===== src/tfit_pkg.sv =====
// Purpose: Shared constants for the trace funnel integration test register bank
// Assumes: 12-bit APB byte addresses, 32-bit data
// Notes:   Offsets are byte addresses of aligned words
package tfit_pkg;
    localparam logic [11:0] TFIT_OFS_FUNNEL_CTRL = 12'h000;
    localparam logic [11:0] TFIT_OFS_DATA_TEST   = 12'heec;
    localparam logic [11:0] TFIT_OFS_SYNC_TEST   = 12'hef0;
    localparam logic [11:0] TFIT_OFS_FLUSH_TEST  = 12'hef4;
    localparam logic [11:0] TFIT_OFS_ID_TEST     = 12'hef8;
    localparam logic [11:0] TFIT_OFS_VBYTES_TEST = 12'hefc;
    localparam logic [11:0] TFIT_OFS_ITMODE      = 12'hf00;

    localparam int          TFIT_FC_W        = 13;
    localparam logic [12:0] TFIT_FC_RESET    = 13'h0300;
    localparam int          TFIT_DT_W        = 17;
    localparam int          TFIT_DT_TOP_BIT  = 16;
    localparam int          TFIT_DATA_W      = 128;
    localparam int          TFIT_ID_W        = 7;
    localparam int          TFIT_BYTES_W     = 2;
    localparam int          TFIT_BYTES_LSB   = 8;
    localparam int          TFIT_NPORTS      = 8;
endpackage


===== src/tfit_port_view.sv =====
// Purpose: Merge the slave-side signals of the enabled funnel ports into one view
// Assumes: Software enables exactly one port during integration test
// Notes:   More than one enable gives the OR of the ports, none gives zero
`timescale 1ns/1ps
module tfit_port_view
    import tfit_pkg::*;
#(
    parameter int NPORTS = TFIT_NPORTS,
    parameter int WIDTH  = 1
) (
    // Selection
    input  wire logic [NPORTS-1:0]       i_enable,
    // Per-port signals
    input  wire logic [NPORTS*WIDTH-1:0] i_ports,
    // Merged view
    output logic      [WIDTH-1:0]        o_view
);
    always_comb begin
        o_view = '0;
        for (int p = 0; p < NPORTS; p++) begin
            if (i_enable[p]) begin
                o_view = o_view | i_ports[p*WIDTH +: WIDTH];
            end
        end
    end
endmodule


===== src/tfit_regs.sv =====
// Purpose: Integration test register bank of a multi-input trace funnel
// Assumes: APB4 slave, single clock, synchronous active-high reset
// Notes:   Functional funnel outputs arrive on i_fn_* and pass through outside test mode
`timescale 1ns/1ps
//
// Overview of operation
// - Data test bits 15..0 map to trace bits 119,111,...,7,0.
// - Data test read gives slave line level; write sets master line level.
// - Latch catches master sync-request pulses; sync test bit 0 reads it.
// - Reading the sync test register clears the latch.
// - Writing 1 to sync bit 0 sends one slave-side sync pulse.
// - Flush test bit 1 reads master flush-valid, writes slave flush-valid.
// - Flush test bit 0 reads master ready, writes slave ready.
// - ID test bits 6..0 read slave ID, write master ID.
// - Valid-bytes bits 9..8 read slave byte count, write master byte count.
// - Valid-bytes bit 1 reads slave flush-ready, writes master flush-ready.
// - Valid-bytes bit 0 reads slave valid, writes master valid.
// - Slave-side reads observe the ports enabled in funnel control.
// - Integration mode bit 0 enables test mode; other bits read zero.
// - Data test bit 16 reads slave bit 127, writes master bit 127.
// - Funnel control low eight bits enable individual slave ports.
module tfit_regs
    import tfit_pkg::*;
#(
    parameter int NPORTS = TFIT_NPORTS
) (
    // Clock and reset
    input  wire logic                            i_sys_clk,
    input  wire logic                            i_rst,
    // APB4 slave
    input  wire logic                            i_psel,
    input  wire logic                            i_penable,
    input  wire logic                            i_pwrite,
    input  wire logic [11:0]                     i_paddr,
    input  wire logic [31:0]                     i_pwdata,
    input  wire logic [3:0]                      i_pstrb,
    output logic      [31:0]                     o_prdata,
    output logic                                 o_pready,
    output logic                                 o_pslverr,
    // Slave-side inputs from trace sources
    input  wire logic [NPORTS*TFIT_DATA_W-1:0]   i_atdata_s,
    input  wire logic [NPORTS*TFIT_ID_W-1:0]     i_atid_s,
    input  wire logic [NPORTS*TFIT_BYTES_W-1:0]  i_atbytes_s,
    input  wire logic [NPORTS-1:0]               i_atvalid_s,
    input  wire logic [NPORTS-1:0]               i_afready_s,
    // Slave-side outputs to trace sources
    output logic      [NPORTS-1:0]               o_atready_s,
    output logic      [NPORTS-1:0]               o_afvalid_s,
    output logic      [NPORTS-1:0]               o_syncreq_s,
    // Master-side inputs from trace sink
    input  wire logic                            i_atready_m,
    input  wire logic                            i_afvalid_m,
    input  wire logic                            i_syncreq_m,
    // Master-side outputs to trace sink
    output logic      [TFIT_DATA_W-1:0]          o_atdata_m,
    output logic      [TFIT_ID_W-1:0]            o_atid_m,
    output logic      [TFIT_BYTES_W-1:0]         o_atbytes_m,
    output logic                                 o_atvalid_m,
    output logic                                 o_afready_m,
    // Functional funnel outputs used outside integration mode
    input  wire logic [NPORTS-1:0]               i_fn_atready_s,
    input  wire logic [NPORTS-1:0]               i_fn_afvalid_s,
    input  wire logic [NPORTS-1:0]               i_fn_syncreq_s,
    input  wire logic [TFIT_DATA_W-1:0]          i_fn_atdata_m,
    input  wire logic [TFIT_ID_W-1:0]            i_fn_atid_m,
    input  wire logic [TFIT_BYTES_W-1:0]         i_fn_atbytes_m,
    input  wire logic                            i_fn_atvalid_m,
    input  wire logic                            i_fn_afready_m,
    // Control state for the funnel datapath
    output logic      [TFIT_FC_W-1:0]            o_funnel_ctrl,
    output logic                                 o_itmode
);
    // Byte-lane merge of a write into a stored word
    function automatic logic [31:0] merge_strb(input logic [31:0] old_v,
                                               input logic [31:0] new_v,
                                               input logic [3:0]  strb);
        logic [31:0] res;
        res = old_v;
        for (int b = 0; b < 4; b++) begin
            if (strb[b]) begin
                res[b*8 +: 8] = new_v[b*8 +: 8];
            end
        end
        return res;
    endfunction

    // Trace bus bit carried by each data test bit
    function automatic int data_bit(input int k);
        int pos;
        pos = (k == 0) ? 0 : 8 * k - 1;
        if (k == TFIT_DT_TOP_BIT) begin
            pos = TFIT_DATA_W - 1;
        end
        return pos;
    endfunction

    logic [TFIT_FC_W-1:0]    fc_r;
    logic                    itmode_r;
    logic [TFIT_DT_W-1:0]    dt_r;
    logic [1:0]              fh_r;
    logic [TFIT_ID_W-1:0]    id_r;
    logic [TFIT_BYTES_W-1:0] vb_bytes_r;
    logic [1:0]              vb_ctl_r;
    logic                    sync_latch_r;
    logic                    sync_pulse_r;

    // APB decode: everything acts in the setup cycle, answer comes next cycle
    wire logic setup    = i_psel & ~i_penable;
    wire logic wr       = setup & i_pwrite;
    wire logic rd       = setup & ~i_pwrite;
    wire logic hit_fc   = (i_paddr == TFIT_OFS_FUNNEL_CTRL);
    wire logic hit_dt   = (i_paddr == TFIT_OFS_DATA_TEST);
    wire logic hit_sync = (i_paddr == TFIT_OFS_SYNC_TEST);
    wire logic hit_fh   = (i_paddr == TFIT_OFS_FLUSH_TEST);
    wire logic hit_id   = (i_paddr == TFIT_OFS_ID_TEST);
    wire logic hit_vb   = (i_paddr == TFIT_OFS_VBYTES_TEST);
    wire logic hit_it   = (i_paddr == TFIT_OFS_ITMODE);
    wire logic [31:0] wmerge_dt = merge_strb({15'h0000, dt_r}, i_pwdata, i_pstrb);
    wire logic [31:0] wmerge_fc = merge_strb({19'h00000, fc_r}, i_pwdata, i_pstrb);
    wire logic [NPORTS-1:0] port_en = fc_r[NPORTS-1:0];

    // Observed slave-side view of the enabled ports
    logic [TFIT_DATA_W-1:0]  sv_data;
    logic [TFIT_ID_W-1:0]    sv_id;
    logic [TFIT_BYTES_W-1:0] sv_bytes;
    // A net, since its two bits come from two separate view instances
    wire logic [1:0]         sv_ctl;

    tfit_port_view #(.NPORTS(NPORTS), .WIDTH(TFIT_DATA_W)) u_view_data (
        .i_enable (port_en),
        .i_ports  (i_atdata_s),
        .o_view   (sv_data)
    );
    tfit_port_view #(.NPORTS(NPORTS), .WIDTH(TFIT_ID_W)) u_view_id (
        .i_enable (port_en),
        .i_ports  (i_atid_s),
        .o_view   (sv_id)
    );
    tfit_port_view #(.NPORTS(NPORTS), .WIDTH(TFIT_BYTES_W)) u_view_bytes (
        .i_enable (port_en),
        .i_ports  (i_atbytes_s),
        .o_view   (sv_bytes)
    );
    tfit_port_view #(.NPORTS(NPORTS), .WIDTH(1)) u_view_valid (
        .i_enable (port_en),
        .i_ports  (i_atvalid_s),
        .o_view   (sv_ctl[0])
    );
    tfit_port_view #(.NPORTS(NPORTS), .WIDTH(1)) u_view_afready (
        .i_enable (port_en),
        .i_ports  (i_afready_s),
        .o_view   (sv_ctl[1])
    );

    // Data test gather and scatter
    logic [TFIT_DT_W-1:0]   dt_read;
    logic [TFIT_DATA_W-1:0] dt_drive;
    always_comb begin
        dt_drive = '0;
        for (int k = 0; k < TFIT_DT_W; k++) begin
            dt_read[k]           = sv_data[data_bit(k)];
            dt_drive[data_bit(k)] = dt_r[k];
        end
    end

    // Read mux; unmapped words read as zero
    wire logic [31:0] rdata =
        hit_fc   ? {19'h00000, fc_r} :
        hit_dt   ? {15'h0000, dt_read} :
        hit_sync ? {31'h00000000, sync_latch_r} :
        hit_fh   ? {30'h00000000, i_afvalid_m, i_atready_m} :
        hit_id   ? {25'h0000000, sv_id} :
        hit_vb   ? {22'h000000, sv_bytes, 6'h00, sv_ctl} :
        hit_it   ? {31'h00000000, itmode_r} :
        32'h00000000;

    // A pulse arriving during the clearing read is kept
    wire logic sync_latch_nxt = i_syncreq_m | (sync_latch_r & ~(rd & hit_sync));
    wire logic sync_pulse_nxt = wr & hit_sync & i_pstrb[0] & i_pwdata[0];

    always_ff @(posedge i_sys_clk) begin
        if (i_rst) begin
            o_prdata  <= 32'h00000000;
            o_pready  <= 1'b0;
            o_pslverr <= 1'b0;
        end else begin
            o_prdata  <= rd ? rdata : 32'h00000000;
            o_pready  <= setup;
            o_pslverr <= 1'b0;
        end
    end

    always_ff @(posedge i_sys_clk) begin
        if (i_rst) begin
            fc_r         <= TFIT_FC_RESET;
            itmode_r     <= 1'b0;
            dt_r         <= '0;
            fh_r         <= 2'h0;
            id_r         <= '0;
            vb_bytes_r   <= '0;
            vb_ctl_r     <= 2'h0;
            sync_latch_r <= 1'b0;
            sync_pulse_r <= 1'b0;
        end else begin
            sync_latch_r <= sync_latch_nxt;
            sync_pulse_r <= sync_pulse_nxt;
            if (wr && hit_fc) begin
                fc_r <= wmerge_fc[TFIT_FC_W-1:0];
            end
            if (wr && hit_it && i_pstrb[0]) begin
                itmode_r <= i_pwdata[0];
            end
            if (wr && hit_dt) begin
                dt_r <= wmerge_dt[TFIT_DT_W-1:0];
            end
            if (wr && hit_fh && i_pstrb[0]) begin
                fh_r <= i_pwdata[1:0];
            end
            if (wr && hit_id && i_pstrb[0]) begin
                id_r <= i_pwdata[TFIT_ID_W-1:0];
            end
            if (wr && hit_vb && i_pstrb[1]) begin
                vb_bytes_r <= i_pwdata[TFIT_BYTES_LSB +: TFIT_BYTES_W];
            end
            if (wr && hit_vb && i_pstrb[0]) begin
                vb_ctl_r <= i_pwdata[1:0];
            end
        end
    end

    // Output stage: test values in integration mode, aimed at enabled ports; the sync test pulse reaches them in both modes.
    // Registering the mux costs one cycle of latency on the functional path.
    wire logic [NPORTS-1:0] sync_vec = {NPORTS{sync_pulse_r}} & port_en;
    always_ff @(posedge i_sys_clk) begin
        if (i_rst) begin
            o_atready_s <= '0;
            o_afvalid_s <= '0;
            o_syncreq_s <= '0;
            o_atdata_m  <= '0;
            o_atid_m    <= '0;
            o_atbytes_m <= '0;
            o_atvalid_m <= 1'b0;
            o_afready_m <= 1'b0;
        end else if (itmode_r) begin
            o_atready_s <= {NPORTS{fh_r[0]}} & port_en;
            o_afvalid_s <= {NPORTS{fh_r[1]}} & port_en;
            o_syncreq_s <= sync_vec;
            o_atdata_m  <= dt_drive;
            o_atid_m    <= id_r;
            o_atbytes_m <= vb_bytes_r;
            o_atvalid_m <= vb_ctl_r[0];
            o_afready_m <= vb_ctl_r[1];
        end else begin
            o_atready_s <= i_fn_atready_s;
            o_afvalid_s <= i_fn_afvalid_s;
            o_syncreq_s <= i_fn_syncreq_s | sync_vec;
            o_atdata_m  <= i_fn_atdata_m;
            o_atid_m    <= i_fn_atid_m;
            o_atbytes_m <= i_fn_atbytes_m;
            o_atvalid_m <= i_fn_atvalid_m;
            o_afready_m <= i_fn_afready_m;
        end
    end

    always_ff @(posedge i_sys_clk) begin
        if (i_rst) begin
            o_funnel_ctrl <= TFIT_FC_RESET;
            o_itmode      <= 1'b0;
        end else begin
            o_funnel_ctrl <= fc_r;
            o_itmode      <= itmode_r;
        end
    end
endmodule


===== config.mk =====
export PLATFORM = sky130hd
export DESIGN_NAME = tfit_regs
export DESIGN_NICKNAME = d
export VERILOG_FILES = /design/src/tfit_pkg.sv /design/src/tfit_port_view.sv /design/src/tfit_regs.sv
export SDC_FILE = /design/constraint.sdc
export NUM_CORES = 1
export LEC_CHECK = 0
export ABC_AREA = 1
export ABC_CLOCK_PERIOD_IN_PS = 1400
export BUFFER_PORTS_ARGS = -buffer_cell sky130_fd_sc_hd__buf_2
export CORE_AREA = 2 2 605 607
export CTS_BUF_LIST = sky130_fd_sc_hd__clkbuf_8
export DETAILED_ROUTE_END_ITERATION = 10
export DIE_AREA = 0 0 607 609
export PLACE_DENSITY = 0.3
export SKIP_CTS_REPAIR_TIMING = 1
export SYNTH_ARGS = -nofsm -noshare
export SYNTH_HDL_FRONTEND = slang
export SYNTH_SLANG_ARGS = --single-unit

===== constraint.sdc =====
create_clock -name i_sys_clk -period 1.4 [get_ports i_sys_clk]
set_clock_uncertainty 0.05 [all_clocks]
set_input_delay 0.07 -clock i_sys_clk [delete_from_list [all_inputs] [get_ports i_sys_clk]]
set_output_delay 0.07 -clock i_sys_clk [all_outputs]
set_load 0.01 [all_outputs]

# Word-level counts from Yosys, hierarchy flattened
# Cells that the tools add are included.
# word_totals
ff_bits,256
inputBits,1331
out_inout_bits,211
word_cells,161
# classes
n_eq_ne,6
mux,55
bitwise,52
n_reduce_logical,21
# op_table
op,count
$mux W128,9
$or A128 B128 Y128,7
$eq A12 B12 Y1 const B,6
$mux W7,9
$or A7 B7 Y7,7
$mux W10,4
$and A8 B8 Y8,3
$mux W8,3
$mux W1,19
$mux W2,9
$mux W17,1
$or A1 B1 Y1,15
$or A2 B2 Y2,7
$mux W13,1
$logic_not A12 Y1,1
$logic_and A1 B1 Y1,11
$reduce_and A2 Y1,5
$and A1 B1 Y1,8
$or A8 B8 Y8,1
$reduce_or A8 Y1,1
$not A1 Y1,4
$reduce_or A2 Y1,2
$reduce_or A3 Y1,1

# Logic depth before layout (Yosys ltp)
# Gate-level depths: netlist of the first run.
# logic_depth
word_depth,21
ltp_mapped,13
ltp_nobuf,13

# Cells and area by module
# Synthesis of the first run repeated with hierarchy kept, for this count alone.
# hier_totals
hier_cells,3145
area_unflattened_um2,16987.5
# by_module_without_submodules
mod,n_inst,cells_per_inst,area_per_inst_um2,seq_area_each_um2
tfit_port_view at u_view_data,1,2032,8380.5,0.0
tfit_regs,1,948,7987.7,4824.6
tfit_port_view at u_view_id,1,105,394.1,0.0
tfit_port_view at u_view_afready ...,2,15,56.3,0.0
tfit_port_view at u_view_bytes,1,30,112.6,0.0

# Worst setup path after synthesis of the first run
# OpenSTA, ideal clock, no wires.
# synth_timing
path_type,flip-flop to flip-flop
start,register itmode_r
end,register o_atdata_m[101]
setup_time_ns,0.126
t_arrival_ns,1.198
required_time_ns,1.224
path_slack_ns,0.025
stages_incl_launch_ff,7
path_buffers,3
period_less_slack_ns,1.375
cell_sequence,dfxtp_1 buf_2 inv_2 nand2_1 clkbuf_1 clkbuf_1 nor2_1
# synth_between
elab_chain_len,1
# synth_rtl
element,line,rtl
start: declaration,tfit_regs.sv:98,logic itmode_r;
start signal: assignment,tfit_regs.sv:211,itmode_r <= i_pwdata[0];
$reduce_or A2 Y1 (no line),--,
end signal: assignment,tfit_regs.sv:248,o_atdata_m <= dt_drive;
end signal: assignment,tfit_regs.sv:257,o_atdata_m <= i_fn_atdata_m;
end: declaration,tfit_regs.sv:55,"output logic [TFIT_DATA_W-1:0] o_atdata_m,"
# Every way passes these cells.
# A chain may end at the register's enable or synchronous reset.

# Worst setup path after layout of the first run
# layout_timing
start,input i_penable
end,register dt_r[12]
# layout_between
elab_chain_len,5
# layout_rtl
element,line,rtl
start: declaration,tfit_regs.sv:32,"input wire logic i_penable,"
$not A1 Y1,tfit_regs.sv:108,wire logic setup = i_psel & ~i_penable;
$and A1 B1 Y1,tfit_regs.sv:108,
$and A1 B1 Y1,tfit_regs.sv:109,wire logic wr = setup & i_pwrite;
$logic_and A1 B1 Y1,tfit_regs.sv:213,if (wr && hit_dt) begin
$reduce_and A2 Y1 (no line),--,
end signal: assignment,tfit_regs.sv:214,dt_r <= wmerge_dt[TFIT_DT_W-1:0];
end: declaration,tfit_regs.sv:99,logic [TFIT_DT_W-1:0] dt_r;
# Every way passes these cells.

==> results of run 1 <==
[cell usage in the layout (no fill, tap or decap), types with 9 or more instances in the layout]
master         synthesis  layout
buf_2                 25     458
dlygate4sd3_1          0     441
nand2_1              280     249
inv_1                166     179
nor2_1               162     150
dfxtp_2                0     149
buf_6                  3     141
buf_4                 17     140
dfxtp_1              241      76
clkbuf_8               0      67
nand3_1               61      60
o21ai_0               72      51
buf_12                 0      41
diode_2                0      35
a21oi_1               36      34
nand4_1               33      33
nand2_2                3      25
buf_8                  0      24
conb_1                 1      16
dfxtp_4                0      16
a22o_1                16      13
nor2_2                 4      11
o21ai_2                0      11
o21ai_1                1      10
a211oi_2               8       9
nand2_4                1       9
[layout make-up]
class	instances	area, µm²
diodes	35	87.58
clock buffers	67	922.1
clock inverters	32	210.2
fillers	42720	336300
inverters	169	648.1
multi-input cells	748	3931
flip-flops and latches	241	5071
well taps	4816	6026
repair buffers	1250	10650
[per-stage QoR]
step	instance area [µm²]	worst slack, ns	total power, µW	utilization [%]	cells
2_1_floorplan	9424	0.02528	7853	-	1236
3_3_place_gp	19900	-0.8159	9824	5.468	6768
3_5_place_dp	19900	-0.8584	9810	5.468	6768
4_1_cts	21030	-0.7510	18880	5.780	6867
5_1_grt	27520	-0.2740	20800	7.562	7344
6_report	27550	-0.2505	19860	7.571	7358
[path summary, 6_finish.rpt]
check              startpoint     endpoint  slack [ns]
setup / recovery    i_penable     dt_r[12]       -0.25
hold / removal    i_paddr[10]      fc_r[0]        -0.1
setup reg to reg      fc_r[7]  o_prdata[2]       -0.25
hold reg to reg       id_r[6]  o_atid_m[6]        0.40
[flip-flops by register name (all words and copies together) (netlist names), 8 cells and up]
name,count
o_atdata_m,128
fc_r,13
o_syncreq_s,8
o_afvalid_s,8
dt_r,17
o_prdata,17
o_funnel_ctrl,13
o_atready_s,8
[cell families (layout without fill, tap and decap cells)]
| group | after synthesis | after routing | synth area share, % |
|---|---|---|---|
| other | 1 | 51 | 0.04003 |
| and+or+nand+nor | 565 | 565 | 25.80 |
| DFF | 241 | 241 | 51.50 |
| buffers and inverters | 247 | 1518 | 11.21 |
| AOI/OAI and AO/OA | 167 | 167 | 11.45 |
[per-layer routing]
layer / track usage, % / up-vias / wire length (µm)
met5: 0 / - / 184
met4: 1.624 / 30 / 4730
met3: 1.988 / 210 / 7492
met2: 12.08 / 734 / 65800
met1: 7.500 / 6628 / 52600
li1: - / 6392 / -
[report_power, final]
| group | internal (µW) | switching [µW] | total [µW] | leakage (µW) |
|---|---|---|---|---|
| registers | 7140 | 130 | 7270 | 0.00204 |
| logic | 1990 | 1900 | 3890 | 0.00820 |
| clock network | 4690 | 4010 | 8710 | 0.000644 |
| total | 13800 | 6040 | 19900 | 0.0109 |
[tightest hold or removal path, cell delays in order]
cell	delay (ns)
buf_2	0.11
nor4_2	0.07
buf_4	0.17
nand2_2	0.09
inv_4	0.05
nand2_1	0.05
o31ai_1	0.06
==> results.sh, run 1 <==
export IMPL_outcome="finished, violations left"
export IMPL_violations="hold timing, setup timing"
export IMPL_grt_pass1_wl_um=153400
export IMPL_grt_max_degree=41
export IMPL_rsz0062_at_grt="yes"
export IMPL_drt_pre_antenna_iters=5
export IMPL_hold_class="primary input to flip-flop"
export IMPL_drt_wl_total_um=130800
export IMPL_crit_top_cell="dlygate4sd3_1"
export IMPL_yosysMostFrequentCell="nand2_1"
export IMPL_arrival_ns=2.25
export IMPL_synthFlopType="dfxtp_1"
export IMPL_dr_total_vias=13990
export IMPL_synth_edff_count=0
export IMPL_slew_headroom_pct=46.85
export IMPL_crit_buf_inv=5
export IMPL_h_tree_depth=2
export IMPL_synth_cell_types=39
export IMPL_p_leak_uw=0.01089
export IMPL_worst_pin_slew_ns=0.7961
export IMPL_ir_worst_vdd_mv=0.5882
export IMPL_track_usage_pct=6.652
export IMPL_finalSetupViolations=39
export IMPL_hold_viol_final=2
export IMPL_period_share_pct=117.9
export IMPL_ys_seq_area_share_pct=51.50
export IMPL_avgSynthCellArea_um2=7.672
export IMPL_synth_common_cells="nand2_1 (280), dfxtp_1 (241), inv_1 (166)"
export IMPL_drcViolationCount=0
export IMPL_synthArstFlopShare_pct=0
export IMPL_startpoint_type="primary input"
export IMPL_ys_top_cells_by_area="dfxtp_1 (52%), nand2_1 (11%), inv_1 (6.7%)"
export IMPL_syn_area_um2=9368
export IMPL_slowest_delay_ns=0.61
export IMPL_synthCells=1221
export IMPL_area_delta_synth_final_pct=194.1
export IMPL_drive_gt1_share_pct=46.51
export IMPL_max_cap_violations=0
export IMPL_antenna_left=0
export IMPL_fmax_mhz=605.9
export IMPL_cts_sinks=241
export IMPL_die_x_um=607
export IMPL_clockBufferDepth=3
export IMPL_synth_top_area_cell="dfxtp_1"
export IMPL_synth_warnings=0
export IMPL_die_area_um2=369700
export IMPL_synth_ff_latch_count=241
export IMPL_power_density_nw_per_um2=720.7
export IMPL_path_delay_family="buffers and inverters"
export IMPL_overflow=0
export IMPL_path_class="primary input to flip-flop"
export IMPL_cp_required_ns=2.00
export IMPL_report_final_slew_viol_count=0
export IMPL_cpMaxStageDelayCell="dlygate4sd3_1"
export IMPL_min_path_cells=7
export IMPL_path_cells="buf_2 -> inv_1 -> nand2_1 -> dlygate4sd3_1 -> nor2_4 -> buf_4 -> nand3_4 -> nor2_1 -> dlygate4sd3_1 -> a211oi_2"
export IMPL_fp_row_count=222
export IMPL_path_clk_slew_ns=0.06
export IMPL_grt_pass1_vias=12670
export IMPL_cts_tree="yes"
export IMPL_io_buffers=621
export IMPL_gp_congestion=0.8286
export IMPL_first_iter_violations=615
export IMPL_post_drt_wl_per_cell_um=17.78
export IMPL_vias_per_cell=1.902
export IMPL_cts_buffers_inserted=55
export IMPL_worst_setup_path_end_kind="flip-flop"
export IMPL_path_depth=10
export IMPL_ff2ff_path_depth=7
export IMPL_clk_latency_ns=0.77
export IMPL_fp_dieH_um=609
export IMPL_coreArea_um2=363900
export IMPL_worst_slack_ns=-0.2505
export IMPL_io_pins=1542
export IMPL_setup_tns_ns=-3.773
export IMPL_dp_hpwl_um=115100
export IMPL_initial_core_util_pct=2.574
export IMPL_finalNetCount=3796
export IMPL_period_needed_ns=1.650
export IMPL_cp_max_fo=5
export IMPL_synth_top_area_share_pct=51.50
export IMPL_antenna_found_initial=95
export IMPL_holdWs_ns=-0.09511
export IMPL_cts_root_buffer="clkbuf_8"
Note: power is estimated with default switching activity, not from simulation.
==> run 2, diff against run 1 <==
- ABC_AREA: 1 -> unset
- CORE_AREA: 2 2 605 607 -> 2 2 604 606
- DIE_AREA: 0 0 607 609 -> 0 0 606 608
==> run 2 against run 1 <==
The run ends with setup timing left. Core utilization fell by 0.23 points. Critical endpoint is now o_prdata[0]. Final cell count fell by 5.7%. Highest routed layer unchanged. Global-route usage rose by 0.65 points. Synthesized cell count fell by 28%. Largest cell class unchanged. Worst setup slack got worse by 0.24 ns.
==> results.sh, run 2 <==
export IMPL_layout_commonest_cell="buf_2"
export IMPL_num_fill_cells=42390
export IMPL_yosysMostFrequentCell="dfxtp_1"
export IMPL_fp_dieH_um=608
export IMPL_startpoint_type="flip-flop"
export IMPL_place_ws_ns=-1.282
export IMPL_period_share_pct=135.1
export IMPL_drt_pre_antenna_iters=5
export IMPL_rsz0062_at_grt="yes"
export IMPL_coreArea_um2=361700
export IMPL_fmax_mhz=528.9
export IMPL_grt_pass1_wl_um=162300
export IMPL_fin_util_pct=7.345
export IMPL_die_x_um=606
export IMPL_synth_ff_latch_count=241
export IMPL_synthFlopType="dfxtp_1"
export IMPL_synthArstFlopShare_pct=0
export IMPL_clockBufferDepth=3
export IMPL_period_needed_ns=1.891
export IMPL_avgSynthCellArea_um2=10.28
export IMPL_vias_per_cell=1.767
export IMPL_largest_reg_flops=128
export IMPL_reg2reg_from="fc_r[2]"
export IMPL_worst_slack_ns=-0.4908
export IMPL_worst_setup_path_end_kind="flip-flop"
export IMPL_track_usage_pct=7.297
export IMPL_io_buffers=621
export IMPL_synthCells=874
export IMPL_power_density_nw_per_um2=746.0
export IMPL_worst_pin_slew_ns=0.7819
export IMPL_reg2reg_slack_ns=-0.49
export IMPL_slew_headroom_pct=47.47
export IMPL_cp_max_fo=6
export IMPL_path_clk_slew_ns=0.07
export IMPL_placed_cells=6366
export IMPL_io_pins=1542
export IMPL_gp_congestion=0.7692
export IMPL_synth_edff_count=0
export IMPL_synth_top_area_cell="dfxtp_1"
export IMPL_layout_common_cells="buf_2 (505), dlygate4sd3_1 (381), dfxtp_1 (121), and2_1 (113), buf_6 (101)"
export IMPL_path_class="flip-flop to flip-flop"
export IMPL_regMostFlops="o_atdata_m"
export IMPL_post_drt_wl_per_cell_um=20.36
export IMPL_antenna_found_initial=153
export IMPL_drcViolationCount=0
export IMPL_first_iter_violations=526
export IMPL_outcome="finished, violations left"
export IMPL_fp_row_count=221
export IMPL_ir_worst_vdd_mv=0.5592
export IMPL_report_final_slew_viol_count=0
export IMPL_die_area_um2=368400
export IMPL_cts_tree="yes"
export IMPL_ff2ff_path_depth=7
export IMPL_max_cap_violations=0
export IMPL_finalSetupViolations=35
export IMPL_grt_max_degree=62
export IMPL_p_leak_uw=0.009553
export IMPL_synth_warnings=0
export IMPL_dp_hpwl_um=126400
export IMPL_cp_required_ns=2.01
export IMPL_drt_wl_total_um=141200
export IMPL_overflow=0
export IMPL_min_delay_start="i_atbytes_s[8]"
export IMPL_arrival_ns=2.50
export IMPL_whs_endpoint="o_prdata[8]"
export IMPL_grt_pass1_vias=11140
export IMPL_holdWs_ns=0.02365
export IMPL_ys_top_cells_by_area="dfxtp_1 (54%), a22oi_1 (9.1%), and2_1 (7.9%)"
export IMPL_clk_latency_ns=0.79
export IMPL_cts_root_buffer="clkbuf_8"
export IMPL_syn_area_um2=8985
export IMPL_ys_seq_area_share_pct=53.70
export IMPL_regArea_um2=5025
export IMPL_instances_no_fill=6936
export IMPL_area_delta_synth_final_pct=195.7
export IMPL_dr_total_vias=12260
export IMPL_cts_buffers_inserted=53
export IMPL_min_path_cells=6
export IMPL_cts_sinks=241
export IMPL_drive_gt1_share_pct=52.39
export IMPL_finalNetCount=3356
export IMPL_violations="setup timing"
export IMPL_hold_viol_final=0
export IMPL_antenna_left=0
export IMPL_synth_top_area_share_pct=53.70
export IMPL_multiInputGateArea_um2=4209
export IMPL_synth_common_cells="dfxtp_1 (241), and2_1 (113), a22oi_1 (109)"
export IMPL_h_tree_depth=2
export IMPL_hold_class="primary input to flip-flop"
export IMPL_synth_cell_types=51
export IMPL_initial_core_util_pct=2.484
export IMPL_top_regs="o_atdata_m (128), dt_r (17), o_prdata (17)"
export IMPL_r2r_end="o_prdata[0]"
==> run 2: metrics by stage <==
| step | cell area (µm²) | TNS, ns | total power [µW] |
|---|---|---|---|
| floorplan | 9174 | -0.001936 | 7813 |
| global placement | 19460 | -37.03 | 9639 |
| finish | 26560 | -5.151 | 19820 |
| detailed placement | 19460 | -35.70 | 9623 |
| CTS | 20640 | -39.30 | 19000 |
| global route | 26480 | -16.48 | 20750 |
==> run 2: power by group <==
part	switching [µW]	internal, µW
registers	118	7100
clock network	4100	4850
logic	1860	1780
total	6090	13700
==> run 2: worst max-delay path, stage by stage (launching register included) <==
cell and delay, ns:
dfxtp_4 0.37, buf_12 0.13, buf_16 0.15, a22oi_1 0.16, and4_1 0.46, o22ai_1 0.14
o211ai_1 0.20, nand2_1 0.07
==> run 2: cell families (layout without fill, tap and decap cells) <==
family,count (synthesis),in the layout,share of synthesized area [%]
muxes,66,66,7.353
DFF,241,241,53.70
buffers and inverters,92,1272,5.027
other,1,89,0.04174
and+or+nand+nor,292,292,18.72
AOI/OAI and AO/OA,182,182,15.17
==> run 2: final cells by class <==
class                           count  share of cell area (%)
Antenna cell                       73                  0.6877
Clock inverter                     26                  0.6688
Multi-Input combinational cell    556                   15.84
Clock buffer                       73                   3.782
Timing Repair Buffer             1169                   37.45
Inverter                            4                 0.07065
Tap cell                         4794                   22.58
Sequential cell                   241                   18.92
==> run 2: worst max path at each step <==
stage / end / depth (start not counted) / start
floorplan: o_prdata[0] / 7 / i_paddr[3]
global placement: o_prdata[0] / 6 / fc_r[0]
detailed placement: o_prdata[0] / 6 / fc_r[0]
CTS: o_prdata[0] / 6 / fc_r[2]
global route: o_prdata[0] / 6 / fc_r[0]
finish: o_prdata[0] / 7 / fc_r[2]
==> run 2: metal layers <==
metal | vias to the layer above | wire [µm] | track usage (%)
met5 | - | 280 | 0
met4 | 42 | 4236 | 1.602
met3 | 246 | 12590 | 3.216
met2 | 667 | 69040 | 12.86
met1 | 5821 | 55050 | 7.982
li1 | 5483 | - | -
